<file path="src/core/ssfng_consts.svh">
// Register offsets, field positions, reset values and timing counts
// Assumes a 40 MHz pclk; included by the package and the supervisor core
`ifndef SSFNG_CONSTS_SVH
`define SSFNG_CONSTS_SVH

`define SSFNG_CLK_NS          25
`define SSFNG_SYNC_LOW_NS     500
`define SSFNG_TB_PERIOD_NS    10000
`define SSFNG_TB_LOW_NS       1000
`define SSFNG_US_NS           1000
// Least times round up
`define SSFNG_SYNC_LOW_CYC    ((`SSFNG_SYNC_LOW_NS + `SSFNG_CLK_NS - 1) / `SSFNG_CLK_NS)
`define SSFNG_TB_PERIOD_CYC   ((`SSFNG_TB_PERIOD_NS + `SSFNG_CLK_NS - 1) / `SSFNG_CLK_NS)
`define SSFNG_TB_LOW_CYC      ((`SSFNG_TB_LOW_NS + `SSFNG_CLK_NS - 1) / `SSFNG_CLK_NS)
`define SSFNG_US_CYC          ((`SSFNG_US_NS + `SSFNG_CLK_NS - 1) / `SSFNG_CLK_NS)

`define SSFNG_OFF_CTRL        12'h000
`define SSFNG_OFF_STATUS      12'h004
`define SSFNG_OFF_FLT_RESP    12'h008
`define SSFNG_OFF_PIN_CFG     12'h00C
`define SSFNG_OFF_RETRY       12'h010
`define SSFNG_OFF_IRQ_STS     12'h014
`define SSFNG_OFF_IRQ_CLR     12'h018
`define SSFNG_OFF_IRQ_EN      12'h01C
`define SSFNG_OFF_LOG         12'h020
`define SSFNG_OFF_PEAK        12'h024
`define SSFNG_OFF_ADDR        12'h028

`define SSFNG_CTRL_LOG_EN     0
`define SSFNG_CTRL_RESTART    1
`define SSFNG_CTRL_SYNC_EN    2
`define SSFNG_STS_NVM_INIT    3
`define SSFNG_RST_ADDR        7'h40
`define SSFNG_RST_RETRY       16'h0064
`define SSFNG_RST_FLT_RESP    14'h0000
`define SSFNG_GLOBAL_A        7'h5A
`define SSFNG_GLOBAL_B        7'h5B
`define SSFNG_UNLOCK_CMD      8'hBD
`define SSFNG_UNLOCK_D1       8'h2B
`define SSFNG_UNLOCK_D2       8'hC4

`endif

</file>
<file path="src/core/ssfng_pkg.sv">
// Types shared by the supervisor core and its bench
// Assumes ssfng_consts.svh is on the include path
`include "ssfng_consts.svh"
package ssfng_pkg;

	typedef enum logic [2:0] {
		ST_LOCKOUT = 3'b000,
		ST_INIT    = 3'b001,
		ST_WAIT_ON = 3'b010,
		ST_RUN     = 3'b011
	} ssfng_state_type;

	typedef enum logic [1:0] {
		RESP_IGNORE = 2'b00,
		RESP_LATCH  = 2'b01,
		RESP_RETRY  = 2'b10
	} ssfng_resp_type;

	typedef enum logic [0:0] {
		UNL_IDLE  = 1'b0,
		UNL_ARMED = 1'b1
	} ssfng_unl_type;

	// Comparator levels, all asynchronous to pclk
	typedef struct packed {
		logic vin_uvlo_ok;
		logic gate_driver_ok;
		logic logic_3v3_ok;
		logic ref_2v5_ok;
		logic logic_3v3_fine;
		logic vin_above_start;
		logic vin_below_stop;
		logic die_over_130;
		logic die_below_120;
	} ssfng_sup_type;

	// One write seen by the bus target
	typedef struct packed {
		logic       valid;
		logic [6:0] addr;
		logic [7:0] cmd;
		logic [7:0] data;
	} ssfng_pmb_wr_type;

endpackage

</file>
<file path="src/core/ssfng_core.sv">
// Supervisor: supply lockout, start/stop sequencing, memory unlock, fault response, timebase pins
// Assumes APB master on pclk, bus-target writes and fault events on pclk, comparators asynchronous
//
// Overview of operation
// Initialise only when input near 4V and internal supplies within 20%.
// Hold run lines and timebase line low until 3.3V supply within 7%.
// Sequencing starts only after input exceeds start threshold.
// Below stop threshold pull timebase low; restart only above start threshold.
// Logic-only supply runs digital part; bus stays usable, power stage off.
// Status bit 3 reads low while input supply never applied.
// While memory uninitialised answer only addresses 5A and 5B.
// Writes BD/2B then BD/C4 to 5B unlock the configured address.
// Host saves configuration to memory after unlocking and configuring.
// After input arrives following logic-only setup, PWM and ADC wait for restart.
// Fault pins signal selected fault kinds; external low is a system fault.
// Each fault responds by ignore, latch off or retry after interval.
// Overvoltage at once forces top gate off and bottom gate on.
// With logging enabled store log at fault shutdown; peak always readable.
// Above 130C disable memory access; re-enable below 120C.
// Host avoids memory writes above 85C; RAM kept until 3.3V lockout.
// Sync output pulse held low 500ns.
// Timebase line period 10us, low 1us each period.
// Unlock writes must be back to back; other write restarts detection.
`timescale 1ns/10ps
`include "ssfng_consts.svh"
module ssfng_core
	import ssfng_pkg::*;
#(
	parameter int CHANNELS   = 2,
	parameter int SYNC_PER   = 80
) (
	input  wire logic                           pclk,
	input  wire logic                           presetn,
	input  wire logic                           clk_en,
	input  wire logic                           psel,
	input  wire logic                           penable,
	input  wire logic                           pwrite,
	input  wire logic [11:0]                    paddr,
	input  wire logic [31:0]                    pwdata,
	output logic      [31:0]                    prdata,
	output logic                                pready,
	output logic                                pslverr,
	input  wire ssfng_sup_type                  supplies,
	input  wire ssfng_pmb_wr_type               pmb_wr,
	input  wire logic [6:0]                     pmb_addr,
	output logic                                pmb_addr_match,
	input  wire logic [CHANNELS-1:0][5:0]       fault_evt,
	input  wire logic                           meas_valid,
	input  wire logic [15:0]                    meas_value,
	input  wire logic [CHANNELS-1:0]            fault_signal_pin_in,
	output logic      [CHANNELS-1:0]            fault_signal_pin_out,
	output logic      [CHANNELS-1:0]            fault_signal_pin_oe,
	input  wire logic                           share_clk_in,
	output logic                                share_clk_out,
	output logic                                share_clk_oe,
	output logic                                sync_out,
	output logic                                sync_oe,
	output logic      [CHANNELS-1:0]            run_out,
	output logic      [CHANNELS-1:0]            run_oe,
	output logic      [CHANNELS-1:0]            top_gate_drive,
	output logic      [CHANNELS-1:0]            bottom_gate_drive,
	output logic                                pwm_enable,
	output logic                                adc_valid,
	output logic                                nvm_access_en,
	output logic                                irq
);

	localparam int NA = $bits(ssfng_sup_type) + CHANNELS + 1;

	ssfng_state_type    state_r;
	ssfng_unl_type      unl_r;
	logic [NA-1:0]      meta_r;
	logic [NA-1:0]      sync_r;
	ssfng_sup_type      sup;
	logic [CHANNELS-1:0] pin_low;
	logic               share_s;
	logic               share_d_r;
	logic               vin_seen_r;
	logic               unlocked_r;
	logic               restart_need_r;
	logic               nvm_lock_r;
	logic [2:0]         ctrl_r;
	logic [13:0]        resp_r;
	logic [13:0]        pin_cfg_r;
	logic [15:0]        retry_r;
	logic [6:0]         addr_r;
	logic [5:0]         irq_sts_r;
	logic [5:0]         irq_en_r;
	logic [5:0]         irq_evt;
	logic [15:0]        peak_r;
	logic [15:0]        log_r;
	logic [8:0]         tb_cnt_r;
	logic [6:0]         sy_cnt_r;
	logic [5:0]         us_cnt_r;
	logic               us_tick;
	logic               init_ok;
	logic               released;
	logic               restricted;
	logic               restart_wr;
	logic               wr_en;
	logic               rd_setup;
	logic [CHANNELS-1:0] ch_off_r;
	logic [CHANNELS-1:0] shut_evt;
	logic [CHANNELS-1:0] ov_r;
	logic [CHANNELS-1:0][6:0] src;

	// Two-flop synchronisers; only sync_r is read downstream
	always_ff @(posedge pclk or negedge presetn) begin
		if (!presetn) begin
			// Pins and share line idle high, so no false fault or edge after reset
			meta_r <= {{$bits(ssfng_sup_type){1'b0}}, {(CHANNELS + 1){1'b1}}};
			sync_r <= {{$bits(ssfng_sup_type){1'b0}}, {(CHANNELS + 1){1'b1}}};
		end else if (clk_en) begin
			meta_r <= {supplies, fault_signal_pin_in, share_clk_in};
			sync_r <= meta_r;
		end
	end
	assign sup     = sync_r[NA-1 -: $bits(ssfng_sup_type)];
	assign pin_low = ~sync_r[CHANNELS:1];
	assign share_s = sync_r[0];

	assign init_ok  = sup.vin_uvlo_ok && sup.gate_driver_ok && sup.logic_3v3_ok && sup.ref_2v5_ok;
	assign released = (state_r == ST_RUN);

	// Sequencer
	always_ff @(posedge pclk or negedge presetn) begin
		if (!presetn) begin
			state_r <= ST_LOCKOUT;
		end else if (clk_en) begin
			case (state_r)
				ST_LOCKOUT: if (init_ok) state_r <= ST_INIT;
				ST_INIT: begin
					if (!init_ok) state_r <= ST_LOCKOUT;
					else if (sup.logic_3v3_fine) state_r <= ST_WAIT_ON;
				end
				ST_WAIT_ON: begin
					if (!init_ok || !sup.logic_3v3_fine) state_r <= ST_LOCKOUT;
					else if (sup.vin_above_start) state_r <= ST_RUN;
				end
				ST_RUN: begin
					if (!init_ok || !sup.logic_3v3_fine) state_r <= ST_LOCKOUT;
					else if (sup.vin_below_stop) state_r <= ST_WAIT_ON;
				end
				default: state_r <= ST_LOCKOUT;
			endcase
		end
	end

	// Input supply history and restart gate
	always_ff @(posedge pclk or negedge presetn) begin
		if (!presetn) begin
			vin_seen_r     <= 1'b0;
			restart_need_r <= 1'b0;
		end else if (clk_en) begin
			if (sup.vin_uvlo_ok) vin_seen_r <= 1'b1;
			if (sup.vin_uvlo_ok && !vin_seen_r && unlocked_r) restart_need_r <= 1'b1;
			else if (restart_wr) restart_need_r <= 1'b0;
		end
	end

	// Bus target: restricted addressing and unlock detection
	assign restricted     = !vin_seen_r && !unlocked_r;
	assign pmb_addr_match = restricted ? (pmb_addr == `SSFNG_GLOBAL_A || pmb_addr == `SSFNG_GLOBAL_B)
	                                   : (pmb_addr == addr_r || pmb_addr == `SSFNG_GLOBAL_B);

	always_ff @(posedge pclk or negedge presetn) begin
		if (!presetn) begin
			unl_r      <= UNL_IDLE;
			unlocked_r <= 1'b0;
		end else if (clk_en && pmb_wr.valid) begin
			case (unl_r)
				UNL_IDLE: begin
					if (pmb_wr.addr == `SSFNG_GLOBAL_B && pmb_wr.cmd == `SSFNG_UNLOCK_CMD &&
					    pmb_wr.data == `SSFNG_UNLOCK_D1) unl_r <= UNL_ARMED;
				end
				UNL_ARMED: begin
					if (pmb_wr.addr == `SSFNG_GLOBAL_B && pmb_wr.cmd == `SSFNG_UNLOCK_CMD &&
					    pmb_wr.data == `SSFNG_UNLOCK_D2) begin
						unlocked_r <= 1'b1;
						unl_r      <= UNL_IDLE;
					end else if (pmb_wr.addr == `SSFNG_GLOBAL_B && pmb_wr.cmd == `SSFNG_UNLOCK_CMD &&
					             pmb_wr.data == `SSFNG_UNLOCK_D1) begin
						unl_r <= UNL_ARMED;
					end else begin
						unl_r <= UNL_IDLE;
					end
				end
				default: unl_r <= UNL_IDLE;
			endcase
		end
	end

	// Thermal gate with hysteresis
	always_ff @(posedge pclk or negedge presetn) begin
		if (!presetn) begin
			nvm_lock_r <= 1'b0;
		end else if (clk_en) begin
			if (sup.die_over_130) nvm_lock_r <= 1'b1;
			else if (sup.die_below_120) nvm_lock_r <= 1'b0;
		end
	end
	// Data stays in RAM; only the memory port is gated
	assign nvm_access_en = !nvm_lock_r && sup.logic_3v3_ok;

	// Shared 1us prescaler for retry timing
	always_ff @(posedge pclk or negedge presetn) begin
		if (!presetn) begin
			us_cnt_r <= '0;
		end else if (clk_en) begin
			us_cnt_r <= us_tick ? 6'h00 : us_cnt_r + 6'h01;
		end
	end
	assign us_tick = (us_cnt_r == 6'(`SSFNG_US_CYC - 1));

	// Per-channel fault response
	genvar g;
	generate
		for (g = 0; g < CHANNELS; g++) begin : g_ch
			logic [15:0]   rcnt_r;
			logic          retry_r_f;
			logic [6:0]    stop;
			logic [1:0]    oe_hist_r;
			// Own pull-down still echoes through the synchroniser for two cycles
			assign src[g] = {pin_low[g] && !fault_signal_pin_oe[g] && !(|oe_hist_r), fault_evt[g]};
			always_comb begin
				for (int s = 0; s < 7; s++) begin
					stop[s] = src[g][s] && (ssfng_resp_type'(resp_r[2*s +: 2]) != RESP_IGNORE);
				end
			end
			assign shut_evt[g] = |stop && !ch_off_r[g];

			always_ff @(posedge pclk or negedge presetn) begin
				if (!presetn) begin
					ch_off_r[g] <= 1'b0;
					retry_r_f   <= 1'b0;
					rcnt_r      <= '0;
				end else if (clk_en) begin
					if (shut_evt[g]) begin
						ch_off_r[g] <= 1'b1;
						retry_r_f   <= ~|(stop & {7{1'b1}} & latch_mask(resp_r));
						rcnt_r      <= '0;
					end else if (ch_off_r[g] && restart_wr) begin
						ch_off_r[g] <= 1'b0;
					end else if (ch_off_r[g] && retry_r_f && us_tick) begin
						if (rcnt_r >= retry_r - 16'h0001) ch_off_r[g] <= 1'b0;
						else rcnt_r <= rcnt_r + 16'h0001;
					end
				end
			end

			// Overvoltage overrides every setting
			always_ff @(posedge pclk or negedge presetn) begin
				if (!presetn) begin
					ov_r[g] <= 1'b0;
				end else if (clk_en) begin
					ov_r[g] <= fault_evt[g][0];
				end
			end
			assign top_gate_drive[g]    = pwm_enable && !ch_off_r[g] && !ov_r[g];
			assign bottom_gate_drive[g] = ov_r[g];

			// Pin pulls low while a selected fault is active
			always_ff @(posedge pclk or negedge presetn) begin
				if (!presetn) begin
					fault_signal_pin_oe[g] <= 1'b0;
					oe_hist_r              <= 2'b00;
				end else if (clk_en) begin
					fault_signal_pin_oe[g] <= |(fault_evt[g] & pin_cfg_r[8*g +: 6]);
					oe_hist_r              <= {oe_hist_r[0], fault_signal_pin_oe[g]};
				end
			end
			assign fault_signal_pin_out[g] = 1'b0;
			assign run_out[g] = 1'b0;
			assign run_oe[g]  = !released || ch_off_r[g];
		end
	endgenerate

	function automatic logic [6:0] latch_mask(input logic [13:0] r);
		logic [6:0] m;
		m = '0;
		for (int s = 0; s < 7; s++) m[s] = (r[2*s +: 2] == RESP_LATCH);
		return m;
	endfunction

	assign pwm_enable = released && vin_seen_r && !restart_need_r;
	assign adc_valid  = vin_seen_r && !restart_need_r;

	// Timebase line: realigns to any other driver's falling edge
	always_ff @(posedge pclk or negedge presetn) begin
		if (!presetn) begin
			share_d_r <= 1'b1;
			tb_cnt_r  <= '0;
		end else if (clk_en) begin
			share_d_r <= share_s;
			if (!released || (share_d_r && !share_s && tb_cnt_r > 9'(`SSFNG_TB_LOW_CYC)))
				tb_cnt_r <= 9'h001;
			else if (tb_cnt_r == 9'(`SSFNG_TB_PERIOD_CYC - 1))
				tb_cnt_r <= '0;
			else
				tb_cnt_r <= tb_cnt_r + 9'h001;
		end
	end
	assign share_clk_out = 1'b0;
	assign share_clk_oe  = !released || (tb_cnt_r < 9'(`SSFNG_TB_LOW_CYC));

	// Sync output pulses
	always_ff @(posedge pclk or negedge presetn) begin
		if (!presetn) begin
			sy_cnt_r <= '0;
			sync_oe  <= 1'b0;
		end else if (clk_en) begin
			sy_cnt_r <= (sy_cnt_r == 7'(SYNC_PER - 1)) ? 7'h00 : sy_cnt_r + 7'h01;
			sync_oe  <= ctrl_r[`SSFNG_CTRL_SYNC_EN] && released &&
			            (sy_cnt_r < 7'(`SSFNG_SYNC_LOW_CYC));
		end
	end
	assign sync_out = 1'b0;

	// Peak header and fault log
	always_ff @(posedge pclk or negedge presetn) begin
		if (!presetn) begin
			peak_r <= '0;
			log_r  <= '0;
		end else if (clk_en) begin
			if (meas_valid && meas_value > peak_r) peak_r <= meas_value;
			if (ctrl_r[`SSFNG_CTRL_LOG_EN] && |shut_evt)
				log_r <= {1'b0, src[CHANNELS-1], 1'b0, src[0]};
		end
	end

	// APB slave, zero wait states
	assign wr_en      = psel && penable && pwrite;
	assign rd_setup   = psel && !penable && !pwrite;
	assign restart_wr = clk_en && wr_en && paddr == `SSFNG_OFF_CTRL && pwdata[`SSFNG_CTRL_RESTART];
	assign pready     = 1'b1;
	always_comb begin
		case (paddr)
			`SSFNG_OFF_CTRL, `SSFNG_OFF_STATUS, `SSFNG_OFF_FLT_RESP, `SSFNG_OFF_PIN_CFG,
			`SSFNG_OFF_RETRY, `SSFNG_OFF_IRQ_STS, `SSFNG_OFF_IRQ_CLR, `SSFNG_OFF_IRQ_EN,
			`SSFNG_OFF_LOG, `SSFNG_OFF_PEAK, `SSFNG_OFF_ADDR: pslverr = 1'b0;
			default: pslverr = psel && penable;
		endcase
	end

	always_ff @(posedge pclk or negedge presetn) begin
		if (!presetn) begin
			ctrl_r    <= '0;
			resp_r    <= `SSFNG_RST_FLT_RESP;
			pin_cfg_r <= '0;
			retry_r   <= `SSFNG_RST_RETRY;
			addr_r    <= `SSFNG_RST_ADDR;
			irq_en_r  <= '0;
		end else if (clk_en && wr_en) begin
			case (paddr)
				`SSFNG_OFF_CTRL:     ctrl_r    <= {pwdata[2], 1'b0, pwdata[0]};
				`SSFNG_OFF_FLT_RESP: resp_r    <= pwdata[13:0];
				`SSFNG_OFF_PIN_CFG:  pin_cfg_r <= pwdata[13:0];
				`SSFNG_OFF_RETRY:    retry_r   <= pwdata[15:0];
				`SSFNG_OFF_IRQ_EN:   irq_en_r  <= pwdata[5:0];
				`SSFNG_OFF_ADDR:     addr_r    <= pwdata[6:0];
				default: ;
			endcase
		end
	end

	// Sticky events; a new event beats a clear in the same cycle
	assign irq_evt = {unlocked_r == 1'b0 && pmb_wr.valid && unl_r == UNL_ARMED &&
	                  pmb_wr.data == `SSFNG_UNLOCK_D2 && pmb_wr.addr == `SSFNG_GLOBAL_B &&
	                  pmb_wr.cmd == `SSFNG_UNLOCK_CMD,
	                  sup.die_over_130 && !nvm_lock_r,
	                  released && sup.vin_below_stop,
	                  |ov_r,
	                  shut_evt[1], shut_evt[0]};
	always_ff @(posedge pclk or negedge presetn) begin
		if (!presetn) begin
			irq_sts_r <= '0;
		end else if (clk_en) begin
			irq_sts_r <= (irq_sts_r & ~((wr_en && paddr == `SSFNG_OFF_IRQ_CLR) ? pwdata[5:0] : 6'h00)) | irq_evt;
		end
	end
	assign irq = |(irq_sts_r & irq_en_r);

	always_ff @(posedge pclk or negedge presetn) begin
		if (!presetn) begin
			prdata <= '0;
		end else if (clk_en && rd_setup) begin
			case (paddr)
				`SSFNG_OFF_CTRL:     prdata <= {29'h0, ctrl_r};
				`SSFNG_OFF_STATUS:   prdata <= {24'h0, nvm_lock_r, adc_valid, pwm_enable, 1'b0, vin_seen_r,
				                                nvm_access_en, released, unlocked_r};
				`SSFNG_OFF_FLT_RESP: prdata <= {18'h0, resp_r};
				`SSFNG_OFF_PIN_CFG:  prdata <= {18'h0, pin_cfg_r};
				`SSFNG_OFF_RETRY:    prdata <= {16'h0, retry_r};
				`SSFNG_OFF_IRQ_STS:  prdata <= {26'h0, irq_sts_r};
				`SSFNG_OFF_IRQ_EN:   prdata <= {26'h0, irq_en_r};
				`SSFNG_OFF_LOG:      prdata <= {8'h0, 6'h0, ch_off_r, log_r};
				`SSFNG_OFF_PEAK:     prdata <= {16'h0, peak_r};
				`SSFNG_OFF_ADDR:     prdata <= {25'h0, addr_r};
				default:             prdata <= 32'h0000_0000;
			endcase
		end
	end

	// Checks
	a_hold_before_fine: assert property (@(posedge pclk) disable iff (!presetn)
		!sup.logic_3v3_fine |=> run_oe == {CHANNELS{1'b1}} && share_clk_oe) else $error("lines released early");
	a_lockout_init: assert property (@(posedge pclk) disable iff (!presetn)
		!init_ok |=> state_r == ST_LOCKOUT) else $error("left lockout without supplies");
	a_start_thresh: assert property (@(posedge pclk) disable iff (!presetn)
		$rose(released) |-> $past(sup.vin_above_start)) else $error("started below start threshold");
	a_stop_pull: assert property (@(posedge pclk) disable iff (!presetn)
		released && sup.vin_below_stop && clk_en |=> share_clk_oe && !released) else $error("stop not honoured");
	a_nvm_flag: assert property (@(posedge pclk) disable iff (!presetn)
		rd_setup && clk_en && paddr == `SSFNG_OFF_STATUS && !vin_seen_r |=> !prdata[3]) else $error("bit 3 wrong");
	a_addr_restrict: assert property (@(posedge pclk) disable iff (!presetn)
		restricted && pmb_addr_match |-> pmb_addr inside {7'h5A, 7'h5B}) else $error("wrong address answered");
	a_ov_gate: assert property (@(posedge pclk) disable iff (!presetn)
		clk_en && fault_evt[0][0] |=> !top_gate_drive[0] && bottom_gate_drive[0]) else $error("ov not forced");
	a_thermal_gate: assert property (@(posedge pclk) disable iff (!presetn)
		nvm_lock_r && !sup.die_below_120 |=> !nvm_access_en) else $error("memory access while hot");
	a_restart_gate: assert property (@(posedge pclk) disable iff (!presetn)
		restart_need_r |-> !pwm_enable && !adc_valid) else $error("pwm before restart");
	a_tb_low_time: assert property (@(posedge pclk) disable iff (!presetn || !released)
		$rose(share_clk_oe) |-> ##38 share_clk_oe ##2 !share_clk_oe) else $error("timebase low width wrong");
	a_sync_width: assert property (@(posedge pclk) disable iff (!presetn)
		sync_oe |-> sy_cnt_r <= 7'(`SSFNG_SYNC_LOW_CYC)) else $error("sync pulse too long");

	c_unlock: cover property (@(posedge pclk) disable iff (!presetn) $rose(unlocked_r));
	c_retry: cover property (@(posedge pclk) disable iff (!presetn) $fell(ch_off_r[0]));
	c_run: cover property (@(posedge pclk) disable iff (!presetn) $rose(released));

endmodule

</file>
<file path="config.mk">
export PLATFORM = sky130hd
export DESIGN_NAME = ssfng_core
export DESIGN_NICKNAME = d
export VERILOG_FILES = /design/src/core/ssfng_pkg.sv /design/src/core/ssfng_core.sv
export VERILOG_INCLUDE_DIRS = /design/src /design/src/core
export SDC_FILE = /design/constraint.sdc
export NUM_CORES = 1
export LEC_CHECK = 0
export BUFFER_PORTS_ARGS = -buffer_cell sky130_fd_sc_hd__buf_2
export CAP_MARGIN = 5
export CORE_UTILIZATION = 64
export CTS_BUF_LIST = sky130_fd_sc_hd__clkbuf_4
export DETAILED_ROUTE_END_ITERATION = 7
export GPL_ROUTABILITY_DRIVEN = 0
export PLACE_DENSITY = 0.88
export SYNTH_ARGS = -nofsm -noshare
export SYNTH_HDL_FRONTEND = slang
export SYNTH_SLANG_ARGS = --single-unit
</file>
<file path="constraint.sdc">
create_clock -name pclk -period 7.2 [get_ports pclk]
set_input_delay 2.16 -clock pclk [delete_from_list [all_inputs] [get_ports pclk]]
set_output_delay 2.16 -clock pclk [all_outputs]
set_load 0.005 [all_outputs]
</file>
# Word-level counts from Yosys, hierarchy flattened
# Index checks and enable logic that the tools add are counted.
dict set report totals {
  reg_bits 227
  output_inout_bits 55
  input_bits 122
}
dict set report classes {
  muxes 39
  addsub 6
  magnitude_cmp 6
  eq_ne 38
  n_reduce_logical 141
  bitwise_logic 11
}
# op count
set op_table {}
lappend op_table {{$pmux W18 S10} 1}
lappend op_table {{$mux W16} 8}
lappend op_table {{$logic_and A1 B1 Y1} 66}
lappend op_table {{$eq A12 B5 Y1 const B} 4}
lappend op_table {{$eq A12 B6 Y1 const B} 3}
lappend op_table {{$add A16 B1 Y16 const B} 2}
lappend op_table {{$ge A16 B16 Y1} 2}
lappend op_table {{$eq A7 B7 Y1 const B} 4}
lappend op_table {{$reduce_or A7 Y1} 4}
lappend op_table {{$reduce_and A2 Y1} 13}
lappend op_table {{$and A6 B6 Y6} 4}
lappend op_table {{$eq A12 B4 Y1 const B} 2}
lappend op_table {{$reduce_bool A2 Y1} 11}
lappend op_table {{$mux W3} 7}
lappend op_table {{$logic_not A1 Y1} 20}
lappend op_table {{$mux W9} 2}
lappend op_table {{$reduce_or A6 Y1} 3}
lappend op_table {{$eq A8 B8 Y1 const B} 2}
lappend op_table {{$gt A16 B16 Y1} 1}
lappend op_table {{$mux W1} 16}
lappend op_table {{$sub A16 B1 Y16 const B} 1}
lappend op_table {{$and A7 B7 Y7} 2}
lappend op_table {{$eq A2 B1 Y1 const B} 7}
lappend op_table {{$eq A12 B3 Y1 const B} 1}
lappend op_table {{other kinds (32)} 55}

# Depth between registers and ports, before layout
# Gate-level depths: netlist of run 1.
dict set report depth {
  ltp_word 9
  mapped_depth 17
  mapped_depth_nobuf 16
}

# Least setup slack after synthesis of run 1
# OpenSTA, ideal clock, no wires.
dict set report synth_path {
  path_type {input-to-output}
  start {input paddr[7]}
  end {output pslverr}
  stages 6
  arrival_ns 3.070
  slack_ns 1.970
  cell_sequence {nor4_1 -> nand2_1 -> nor2_1 -> nand2_1 -> o211ai_1 -> a21oi_1}
}
dict set report synth_between {
  elab_chain_len 3
  word_cells_on_any_way 13
}
# element line_no
set synth_rtl {}
lappend synth_rtl {{from (decl)} ssfng_core.sv:38} ;# input wire logic [11:0] paddr,
lappend synth_rtl {{$eq A12 B5 Y1 (tied with other cells)} ssfng_core.sv:337} ;# case (paddr)
lappend synth_rtl {{$reduce_or A11 Y1 (*)} ssfng_core.sv:337}
lappend synth_rtl {{$mux W1 (*)} ssfng_core.sv:337}
lappend synth_rtl {{to (decl)} ssfng_core.sv:42} ;# output logic pslverr,
# Every way passes the cells marked *; elsewhere a longest branch is shown, timed or not.

# Worst setup path in the final report of run 1
# Same ends and word-level chain as after synthesis.

==> impl_metrics.yaml, run 1 <==
run_status:
  status: "finished clean"
logic_synthesis:
  ys_seq_area_share_pct: 46.2
  yosys_warnings: 0
  synth_largest_area_cell: "sky130_fd_sc_hd__dfrtp_1"
  avgSynthCellArea_um2: 10.5
  synth-seq-cells: 212
  syn_inst: 1096
  postSynth.asyncResetShare_pct: 100
  netlist.area_leader.share_pct: 43.7
  netlist_area_um2: 11500
  synth.top_cells.by_area: "sky130_fd_sc_hd__dfrtp_1 44%, sky130_fd_sc_hd__mux2_2 11%, sky130_fd_sc_hd__ha_1 5.8%"
  synth_enable_flop_cells: 0
  synth_ff_type: "sky130_fd_sc_hd__dfrtp_1"
  yosys.cell_types.count: 70
global_route:
  global_route_wire_length_before_repair_um: 48700
  grt_pass1_vias: 9780
  grt_use_total_pct: 33.8
  antenna_found_initial: 1
  pin_count_of_the_biggest_net_entering_global_routing: 102
  grt_overflow_total: 0
clock_network:
  post_cts_repair_timing_setup_buffer_count: 0
  cts_num_sinks: 212
  clkLatencyLatePin_ns: 0.71
  clkTransAtPathRegs_ns: 0.06
  cts-root-to-sink-buffers: 3
  cts-buffers-inserted: 55
  clockRootBuffer: "sky130_fd_sc_hd__clkbuf_4"
  postCtsHoldBufs: 0
  tritoncts: "done"
  ctsResizeCount: 0
  cts-htree-levels: 2
setup_path:
  endpoint_kind: "primary output"
  worst_path_cell_with_the_longest_stage_delay: "sky130_fd_sc_hd__nor4_1"
  critPathLaunchType: "input port"
  largest_stage_delay_on_the_critical_path_ns: 0.36
  crit_path_cell_trace: "buf_2, nor4_1, nand2_1, nor2_1, nand2_1, o211ai_1, a21oi_1, buf_2"
  cp.buffers_inverters: 2
  worstSetupPathType: "in -> out"
  reg_to_reg_setup_timing_slack_ns: 2.50
  worstSetupPathDepth: 8
  timing.critical_path.arrival_ns: 3.66
  timing.critical_path.required_ns: 5.04
  crit_end: "pslverr"
  timing.rr.end: "g_ch[1].rcnt_r[4]"
  worstRegToRegCells: 14
  path_delay_family: "simple AND/OR/NAND/NOR gates"
  critical_path.max_fanout: 7
  reg2reg_from: "retry_r[2]"
  critPathLaunch: "paddr[7]"
pwr:
  powerDensity_nw_per_um2: 221
  ir_worst_vdd_uv: 216
  power.static_leakage_nw: 6.01
  p_total_mw: 2.87
sta:
  max_slew.worst_pin.slew_ns: 1.35
  final-setup-viol-count: 0
  finalCritPeriodShare_pct: 80.8
  fin_worst_skew_ns: 0.0509
  finalHoldViolCount: 0
  maxSlewViolCount: 0
  max_freq_mhz: 172
  grt_setup_unrepaired: "false"
  worst_slew_margin_rel_pct: 9.82
  post-route-min-period_ns: 5.82
  setup-tns-final_ns: 0
layout:
  most_frequent_standard_cell_in_the_layout_excluding_fill_and_tap_cells: "sky130_fd_sc_hd__dfrtp_1"
  final_design_area_no_fill_um2: 13000
  mostFrequentLayoutCells: "201 x sky130_fd_sc_hd__dfrtp_1, 138 x sky130_fd_sc_hd__buf_2, 111 x sky130_fd_sc_hd__mux2_2"
  area_delta_synth_final_pct: 13.0
  post_route_cells_drive_above_1_share_pct: 28.9
  fillers: 1174
  finish.net_count: 1437
floorplan:
  initial_core_util_pct: 66.0
  floorplan.core_area_um2: 17400
  die_x_um: 136
  floorplan.die_area_um2: 18500
  floorplan.rows: 48
  i_o_pin_count: 177
  overall_die_height_um: 136
detailed_routing:
  dr.pass1.iters: 8
  detail-route-antenna-nets: 0
  wire_per_inst_um: 19.7
  drt-total-wl_um: 30000
  post-route-drc-count: 0
  vias: 9899
  detail_route.iter0.violations: 852
  drt-vias-per-instance: 6.50
job:
  maxCapViolations: 0
place:
  placed_cell_area_um2: 12300
  detailedPlacementHpwl_um: 21400
  buffer_ports.inserted: 139
min_path:
  hold_class: "reg -> reg"
  worst_hold_path.num_cells: 2
[synth_stat cells, types with 7 or more instances]
cell                         n
sky130_fd_sc_hd__nor2b_1    15
sky130_fd_sc_hd__a21oi_1    51
sky130_fd_sc_hd__nand2_1    75
sky130_fd_sc_hd__a22oi_1    28
sky130_fd_sc_hd__a21o_1     19
sky130_fd_sc_hd__nand2b_1    9
sky130_fd_sc_hd__nand3_1    33
sky130_fd_sc_hd__mux2_2    111
sky130_fd_sc_hd__xnor2_1    20
sky130_fd_sc_hd__dfstp_2    11
sky130_fd_sc_hd__nor4_1      7
sky130_fd_sc_hd__clkbuf_1   32
sky130_fd_sc_hd__nor3_1     20
sky130_fd_sc_hd__o21ai_0    75
sky130_fd_sc_hd__dfrtp_1   201
sky130_fd_sc_hd__xor2_1      9
sky130_fd_sc_hd__a221oi_1    7
sky130_fd_sc_hd__inv_1      37
sky130_fd_sc_hd__buf_4      21
sky130_fd_sc_hd__o21a_1     14
sky130_fd_sc_hd__ha_1       53
sky130_fd_sc_hd__nand4_1    28
sky130_fd_sc_hd__or3_1      27
sky130_fd_sc_hd__and3_1     13
sky130_fd_sc_hd__a222oi_1   17
sky130_fd_sc_hd__nor2_1     47
[routing by layer]
metal,up-vias,track usage [%],share of wire [%]
met4,0,17.2,4.1
li1,4425,-,-
met5,-,0,0
met3,120,7.64,8.7
met2,566,54.6,48
met1,4788,42.8,39
[cell type report]
type / count / area [um^2] / area share (%)
multi-input combinational: 807 / 5810 / 44.7
sequential: 212 / 5320 / 40.9
timing repair buffer: 149 / 779 / 6.00
clock buffer: 82 / 616 / 4.74
tap: 225 / 282 / 2.17
inverter: 37 / 139 / 1.07
clock inverter: 11 / 51.3 / 0.395
antenna: 1 / 2.50 / 0.0192
[metrics by stage]
stage | hold slack, ns | setup WS (ns) | std cells | utilization [%]
floorplan | 0.442 | 1.97 | 1115 | -
global placement | 0.464 | 1.57 | 1430 | 70.8
detailed placement | 0.466 | 1.52 | 1430 | 70.8
CTS | 0.482 | 1.41 | 1523 | 74.6
global route | 0.504 | 1.28 | 1524 | 74.6
finish | 0.483 | 1.38 | 1524 | 74.6
[where the power goes]
part           total, mW  internal [mW]  leakage, nW  switching [mW]
combinational      0.427          0.210         2.90           0.218
sequential          1.44           1.32         2.71           0.117
clock               1.00          0.517        0.403           0.487
[state kept, by name (all words and copies together) (netlist names), 14 cells and up]
register     flops
pin_cfg_r       14
resp_r          14
prdata          18
log_r           14
peak_r          16
retry_r         16
g_ch.rcnt_r     32
[worst min path at each step]
stage,slack (ns),start,to
final,0.48,unl_r,unl_r
after global routing,0.50,g_ch[1].retry_r_f,g_ch[1].retry_r_f
after CTS,0.48,unl_r,unl_r
after detailed placement,0.47,unl_r,unl_r
after global placement,0.46,unl_r,unl_r
after floorplan,0.44,unl_r,unl_r
[worst min-delay path: cells and delay by family (launching register included)]
kind,cells,cell delay (ns)
compound gates,1,0.06
simple gates,1,0.05
flops,1,0.34
[cell families (layout without fill, tap and decap cells)]
group                    after synthesis  after routing  synth area share, %
AO/OA/AOI/OAI                        276            276                 16.1
AND/OR/NAND/NOR                      316            316                 14.8
XOR/XNOR                              29             29                 2.21
flip-flops                           212            212                 46.2
adder cells (fa/ha/maj)               54             54                 5.86
buffers and inverters                 96            279                 3.89
multiplexers                         111            111                 10.9
other                                  2             22               0.0653
Note: power is estimated with default switching activity, not from simulation.
==> inputs of run 2 (changes only) <==
CORE_UTILIZATION = 59   (was 64)
PLACE_DENSITY = 0.82   (was 0.88)
clock period = 5.63 ns   (was 7.2 ns; I/O delays follow)
==> impl_metrics.yaml, run 2 (synthesis results as in run 1) <==
run_status:
  status: "finished clean"
layout:
  most_frequent_standard_cell_in_the_layout_excluding_fill_and_tap_cells: "sky130_fd_sc_hd__dfrtp_1"
  area_of_the_multi_input_gates_um2: 5810
  flip_flop_count_of_the_largest_register_after_layout: 32
  seq_area_um2: 5320
  layout_top_registers: "g_ch.rcnt_r (32), prdata (18)"
  fillers: 1465
  layout_utilization_pct: 69.4
  finish.net_count: 1443
  mostFrequentLayoutCells: "201 x sky130_fd_sc_hd__dfrtp_1, 138 x sky130_fd_sc_hd__buf_2, 111 x sky130_fd_sc_hd__mux2_2"
  top_register: "g_ch.rcnt_r"
  post_route_cells_drive_above_1_share_pct: 29.4
  area_delta_synth_final_pct: 14.0
clock_network:
  postCtsHoldBufs: 0
  post_cts_repair_timing_setup_buffer_count: 0
  clockRootBuffer: "sky130_fd_sc_hd__clkbuf_4"
  cts-htree-levels: 2
  cts-buffers-inserted: 55
  cts_num_sinks: 212
  tritoncts: "done"
  clkTransAtPathRegs_ns: 0.06
  clkLatencyLatePin_ns: 0.70
  cts-root-to-sink-buffers: 3
  ctsResizeCount: 0
sta:
  max_freq_mhz: 212
  finalHoldViolCount: 0
  maxSlewViolCount: 0
  setup-tns-final_ns: 0
  final-setup-viol-count: 0
  post-route-min-period_ns: 4.72
  grt_setup_unrepaired: "false"
  finalCritPeriodShare_pct: 83.8
  timing.hold.ws_ns: 0.484
  fin_worst_skew_ns: 0.0559
  max_slew.worst_pin.slew_ns: 1.10
  worst_slew_margin_rel_pct: 26.5
global_route:
  global_route_wire_length_before_repair_um: 48600
  grt_use_total_pct: 31.0
  antenna_found_initial: 2
  grt_overflow_total: 0
  pin_count_of_the_biggest_net_entering_global_routing: 110
  grt_pass1_vias: 9705
setup_path:
  endpoint_kind: "primary output"
  critPathLaunchType: "input port"
  timing.critical_path.arrival_ns: 3.03
  critical_path.max_fanout: 7
  timing.critical_path.required_ns: 3.94
  worstSetupPathType: "in -> out"
detailed_routing:
  detail_route.iter0.violations: 820
  post-route-drc-count: 0
  detail-route-antenna-nets: 0
  drt-vias-per-instance: 6.24
  drt-total-wl_um: 29800
  wire_per_inst_um: 19.0
  dr.pass1.iters: 8
  vias: 9793
floorplan:
  initial_core_util_pct: 60.9
  die_x_um: 142
  i_o_pin_count: 177
  floorplan.rows: 50
  floorplan.die_area_um2: 20100
  overall_die_height_um: 142
  floorplan.core_area_um2: 18900
pwr:
  powerDensity_nw_per_um2: 283
  p_total_mw: 3.71
  power.static_leakage_nw: 6.05
  ir_worst_vdd_uv: 192
job:
  maxCapViolations: 0
min_path:
  hold_class: "reg -> reg"
place:
  buffer_ports.inserted: 139
  detailedPlacementHpwl_um: 21600
run 2: final timing paths:
kind                            startpoint                end  slack [ns]  cells past startpoint
max in group asynchronous          presetn         retry_r[2]        3.42                      2
worst max-delay path              paddr[7]            pslverr        0.91                      8
worst min-delay path            prdata[10]         prdata[10]        0.48                      1
worst max register to register  retry_r[3]  g_ch[1].rcnt_r[8]        0.97                     14
min in group asynchronous          presetn        tb_cnt_r[7]        1.12                      1
worst min register to register  prdata[10]         prdata[10]        0.48                      1
run 2: worst max-delay path: stages:
cell,delay (ns)
sky130_fd_sc_hd__buf_2,0.09
sky130_fd_sc_hd__nor4_1,0.35
sky130_fd_sc_hd__nand2_1,0.17
sky130_fd_sc_hd__nor2_1,0.11
sky130_fd_sc_hd__nand2_1,0.17
sky130_fd_sc_hd__o211ai_1,0.23
sky130_fd_sc_hd__a21oi_1,0.07
sky130_fd_sc_hd__buf_2,0.15
run 2: stage by stage:
step	cells	cell area (um^2)	worst slack (ns)
CTS	1568	13100	0.923
floorplan	1115	11600	1.34
global placement	1471	12400	0.961
global route	1569	13100	0.547
detailed placement	1471	12400	0.921
finish	1569	13100	0.912
run 2: layout make-up:
type,instances,share of cell area (%)
Tap cell,260,2.48
Multi-Input combinational cell,807,44.3
Clock buffer,84,4.81
Antenna cell,1,0.0191
Sequential cell,212,40.6
Timing Repair Buffer,155,6.29
Clock inverter,13,0.458
Inverter,37,1.06
run 2: power breakdown:
| group | internal [mW] | total, mW | switching, mW | leakage, nW |
|---|---|---|---|---|
| combinational | 0.269 | 0.547 | 0.278 | 2.93 |
| clock | 0.679 | 1.32 | 0.644 | 0.413 |
| sequential | 1.69 | 1.84 | 0.151 | 2.71 |
| total | 2.64 | 3.71 | 1.07 | 6.05 |
run 2: metal layers:
| layer | vias up | global-route usage, % | part of all wire (%) |
|---|---|---|---|
| li1 | 4454 | - | - |
| met1 | 4794 | 39.7 | 41 |
| met2 | 454 | 50.9 | 48 |
| met3 | 89 | 6.24 | 7.0 |
| met4 | 2 | 13.9 | 3.7 |
| met5 | - | 0 | 0.044 |
==> inputs of run 3 (changes only) <==
clock period = 4.4 ns   (was 5.63 ns; I/O delays follow)
==> impl_metrics.yaml, run 3 (synthesis results as in run 1) <==
clock_network:
  cts-buffers-inserted: 54
  postCtsHoldBufs: 0
  clkTransAtPathRegs_ns: 0.07
  tritoncts: "done"
  clkLatencyLatePin_ns: 0.68
  clockRootBuffer: "sky130_fd_sc_hd__clkbuf_4"
  cts-htree-levels: 2
  post_cts_repair_timing_setup_buffer_count: 0
  cts-root-to-sink-buffers: 3
  cts_num_sinks: 212
floorplan:
  floorplan.rows: 50
  overall_die_height_um: 142
  initial_core_util_pct: 60.9
  floorplan.core_area_um2: 18900
  floorplan.die_area_um2: 20100
  die_x_um: 142
  i_o_pin_count: 177
global_route:
  antenna_found_initial: 1
  grt_overflow_total: 0
  grt_pass1_vias: 9389
  grt_use_total_pct: 30.0
  pin_count_of_the_biggest_net_entering_global_routing: 89
  global_route_wire_length_before_repair_um: 47400
pwr:
  power.clock.fraction_pct: 36.2
  ir_worst_vdd_uv: 295
  p_sw_mw: 1.35
  power.share.switching_pct: 28.3
  power.static_leakage_nw: 6.12
  power_frac_seq_pct: 49.1
  powerDensity_nw_per_um2: 362
  combPwrFrac_pct: 14.7
  p_int_mw: 3.43
layout:
  post_route_cells_drive_above_1_share_pct: 30.1
  layout_top_registers: "g_ch.rcnt_r (32), prdata (18)"
  flip_flop_count_of_the_largest_register_after_layout: 32
  top_register: "g_ch.rcnt_r"
  mostFrequentLayoutCells: "201 x sky130_fd_sc_hd__dfrtp_1, 138 x sky130_fd_sc_hd__buf_2, 111 x sky130_fd_sc_hd__mux2_2"
  final_design_area_no_fill_um2: 13200
  seq_area_um2: 5320
  fillers: 1412
  area_of_the_multi_input_gates_um2: 5820
  most_frequent_standard_cell_in_the_layout_excluding_fill_and_tap_cells: "sky130_fd_sc_hd__dfrtp_1"
  layout_utilization_pct: 70.0
  finish.net_count: 1449
  area_delta_synth_final_pct: 14.9
detailed_routing:
  vias: 9704
  wl_met1_um: 12100
  detail-route-antenna-nets: 0
  detail_route.iter0.violations: 837
  wire_per_inst_um: 18.5
  drt-vias-per-instance: 6.14
  maxUsedRoutingLayer: "met4"
  dr.pass1.iters: 8
  drt-total-wl_um: 29200
  post-route-drc-count: 0
  routed-wl-met2_um: 14100
  met3WireLength_um: 2020
sta:
  worst_slew_margin_rel_pct: 28.8
  grt_setup_unrepaired: "false"
  max_freq_mhz: 239
  final-setup-viol-count: 0
  max_slew.worst_pin.slew_ns: 1.06
  finalCritPeriodShare_pct: 95.2
  post-route-min-period_ns: 4.19
  timing.hold.ws_ns: 0.485
  finalHoldViolCount: 0
  maxSlewViolCount: 0
  fin_worst_skew_ns: 0.0445
  setup-tns-final_ns: 0
setup_path:
  worstSetupPathType: "reg -> reg"
  endpoint_kind: "register"
  critPathLaunchType: "register"
  reg_to_reg_setup_timing_slack_ns: 0.21
  timing.critical_path.arrival_ns: 4.76
  timing.critical_path.required_ns: 4.96
  critical_path.max_fanout: 32
min_path:
  hold_class: "reg -> reg"
run_status:
  status: "finished clean"
place:
  detailedPlacementHpwl_um: 21300
  buffer_ports.inserted: 139
  placed_cell_area_um2: 12500
job:
  maxCapViolations: 0
==> run 3: cell types whose count changed in the layout (fill, tap and decap cells not counted), sizes merged <==
cell,change
diode,+1
buf,+7
clkbuf,+7
clkinvlp,-1
clkinv,-3
==> run 3: per-layer routing <==
metal | global-route usage [%] | vias up
li1 | - | 4461
met1 | 40.3 | 4717
met2 | 48.6 | 453
met3 | 4.89 | 73
met4 | 12.4 | 0
met5 | 0 | -
==> run 3: power groups by stage <==
stage	registers [mW]	logic (mW)	clock network, mW
floorplan	2.31	0.475	0
detailed placement	2.38	0.705	0
CTS	2.35	0.707	1.76
global placement	2.37	0.672	0
finish	2.35	0.704	1.73
global route	2.37	0.794	1.88
==> run 3: metrics by stage <==
step / instances / worst slack [ns] / power, mW
after CTS: 1578 / 0.182 / 4.82
final: 1580 / 0.210 / 4.79
after detailed placement: 1478 / 0.207 / 3.09
after global routing: 1580 / 0.0337 / 5.05
after global placement: 1478 / 0.314 / 3.04
after floorplan: 1115 / 0.782 / 2.79
==> run 3: area by class of cell <==
| type | instances | area share (%) |
|---|---|---|
| Antenna cell | 2 | 0.0379 |
| Sequential cell | 212 | 40.2 |
| Timing Repair Buffer | 162 | 6.73 |
| Tap cell | 260 | 2.46 |
| Clock buffer | 91 | 5.17 |
| Inverter | 37 | 1.05 |
| Clock inverter | 9 | 0.303 |
| Multi-Input combinational cell | 807 | 44.0 |
==> run 3: worst paths after layout <==
path	start	end	cells past startpoint
max in group asynchronous	presetn	resp_r[2]	2
min reg2reg	g_ch[1].retry_r_f	g_ch[1].retry_r_f	2
max reg2reg	retry_r[3]	g_ch[0].rcnt_r[12]	13
min in group asynchronous	presetn	tb_cnt_r[4]	1
max	retry_r[3]	g_ch[0].rcnt_r[12]	13
min	g_ch[1].retry_r_f	g_ch[1].retry_r_f	2
==> run 3: worst max-delay path, cell delays in order (launching register included) <==
cell                       delay (ns)
sky130_fd_sc_hd__dfrtp_1         0.44
sky130_fd_sc_hd__nor4_1          0.47
sky130_fd_sc_hd__nand3b_1        0.18
sky130_fd_sc_hd__or3_1           0.41
sky130_fd_sc_hd__nor4_1          0.31
sky130_fd_sc_hd__xnor2_1         0.23
sky130_fd_sc_hd__ha_1            0.31
sky130_fd_sc_hd__nand4_1         0.12
sky130_fd_sc_hd__inv_1           0.08
sky130_fd_sc_hd__a221o_1         0.36
sky130_fd_sc_hd__a31oi_2         0.24
sky130_fd_sc_hd__a21oi_4         0.22
sky130_fd_sc_hd__or4b_1          0.54
sky130_fd_sc_hd__a21oi_1         0.16
==> run 3: repair_timing <==
action,4_1_cts,5_1_grt
hold endpoints to repair,0,0
endpoints found under the setup margin,0,11
gates resized for setup,0,1
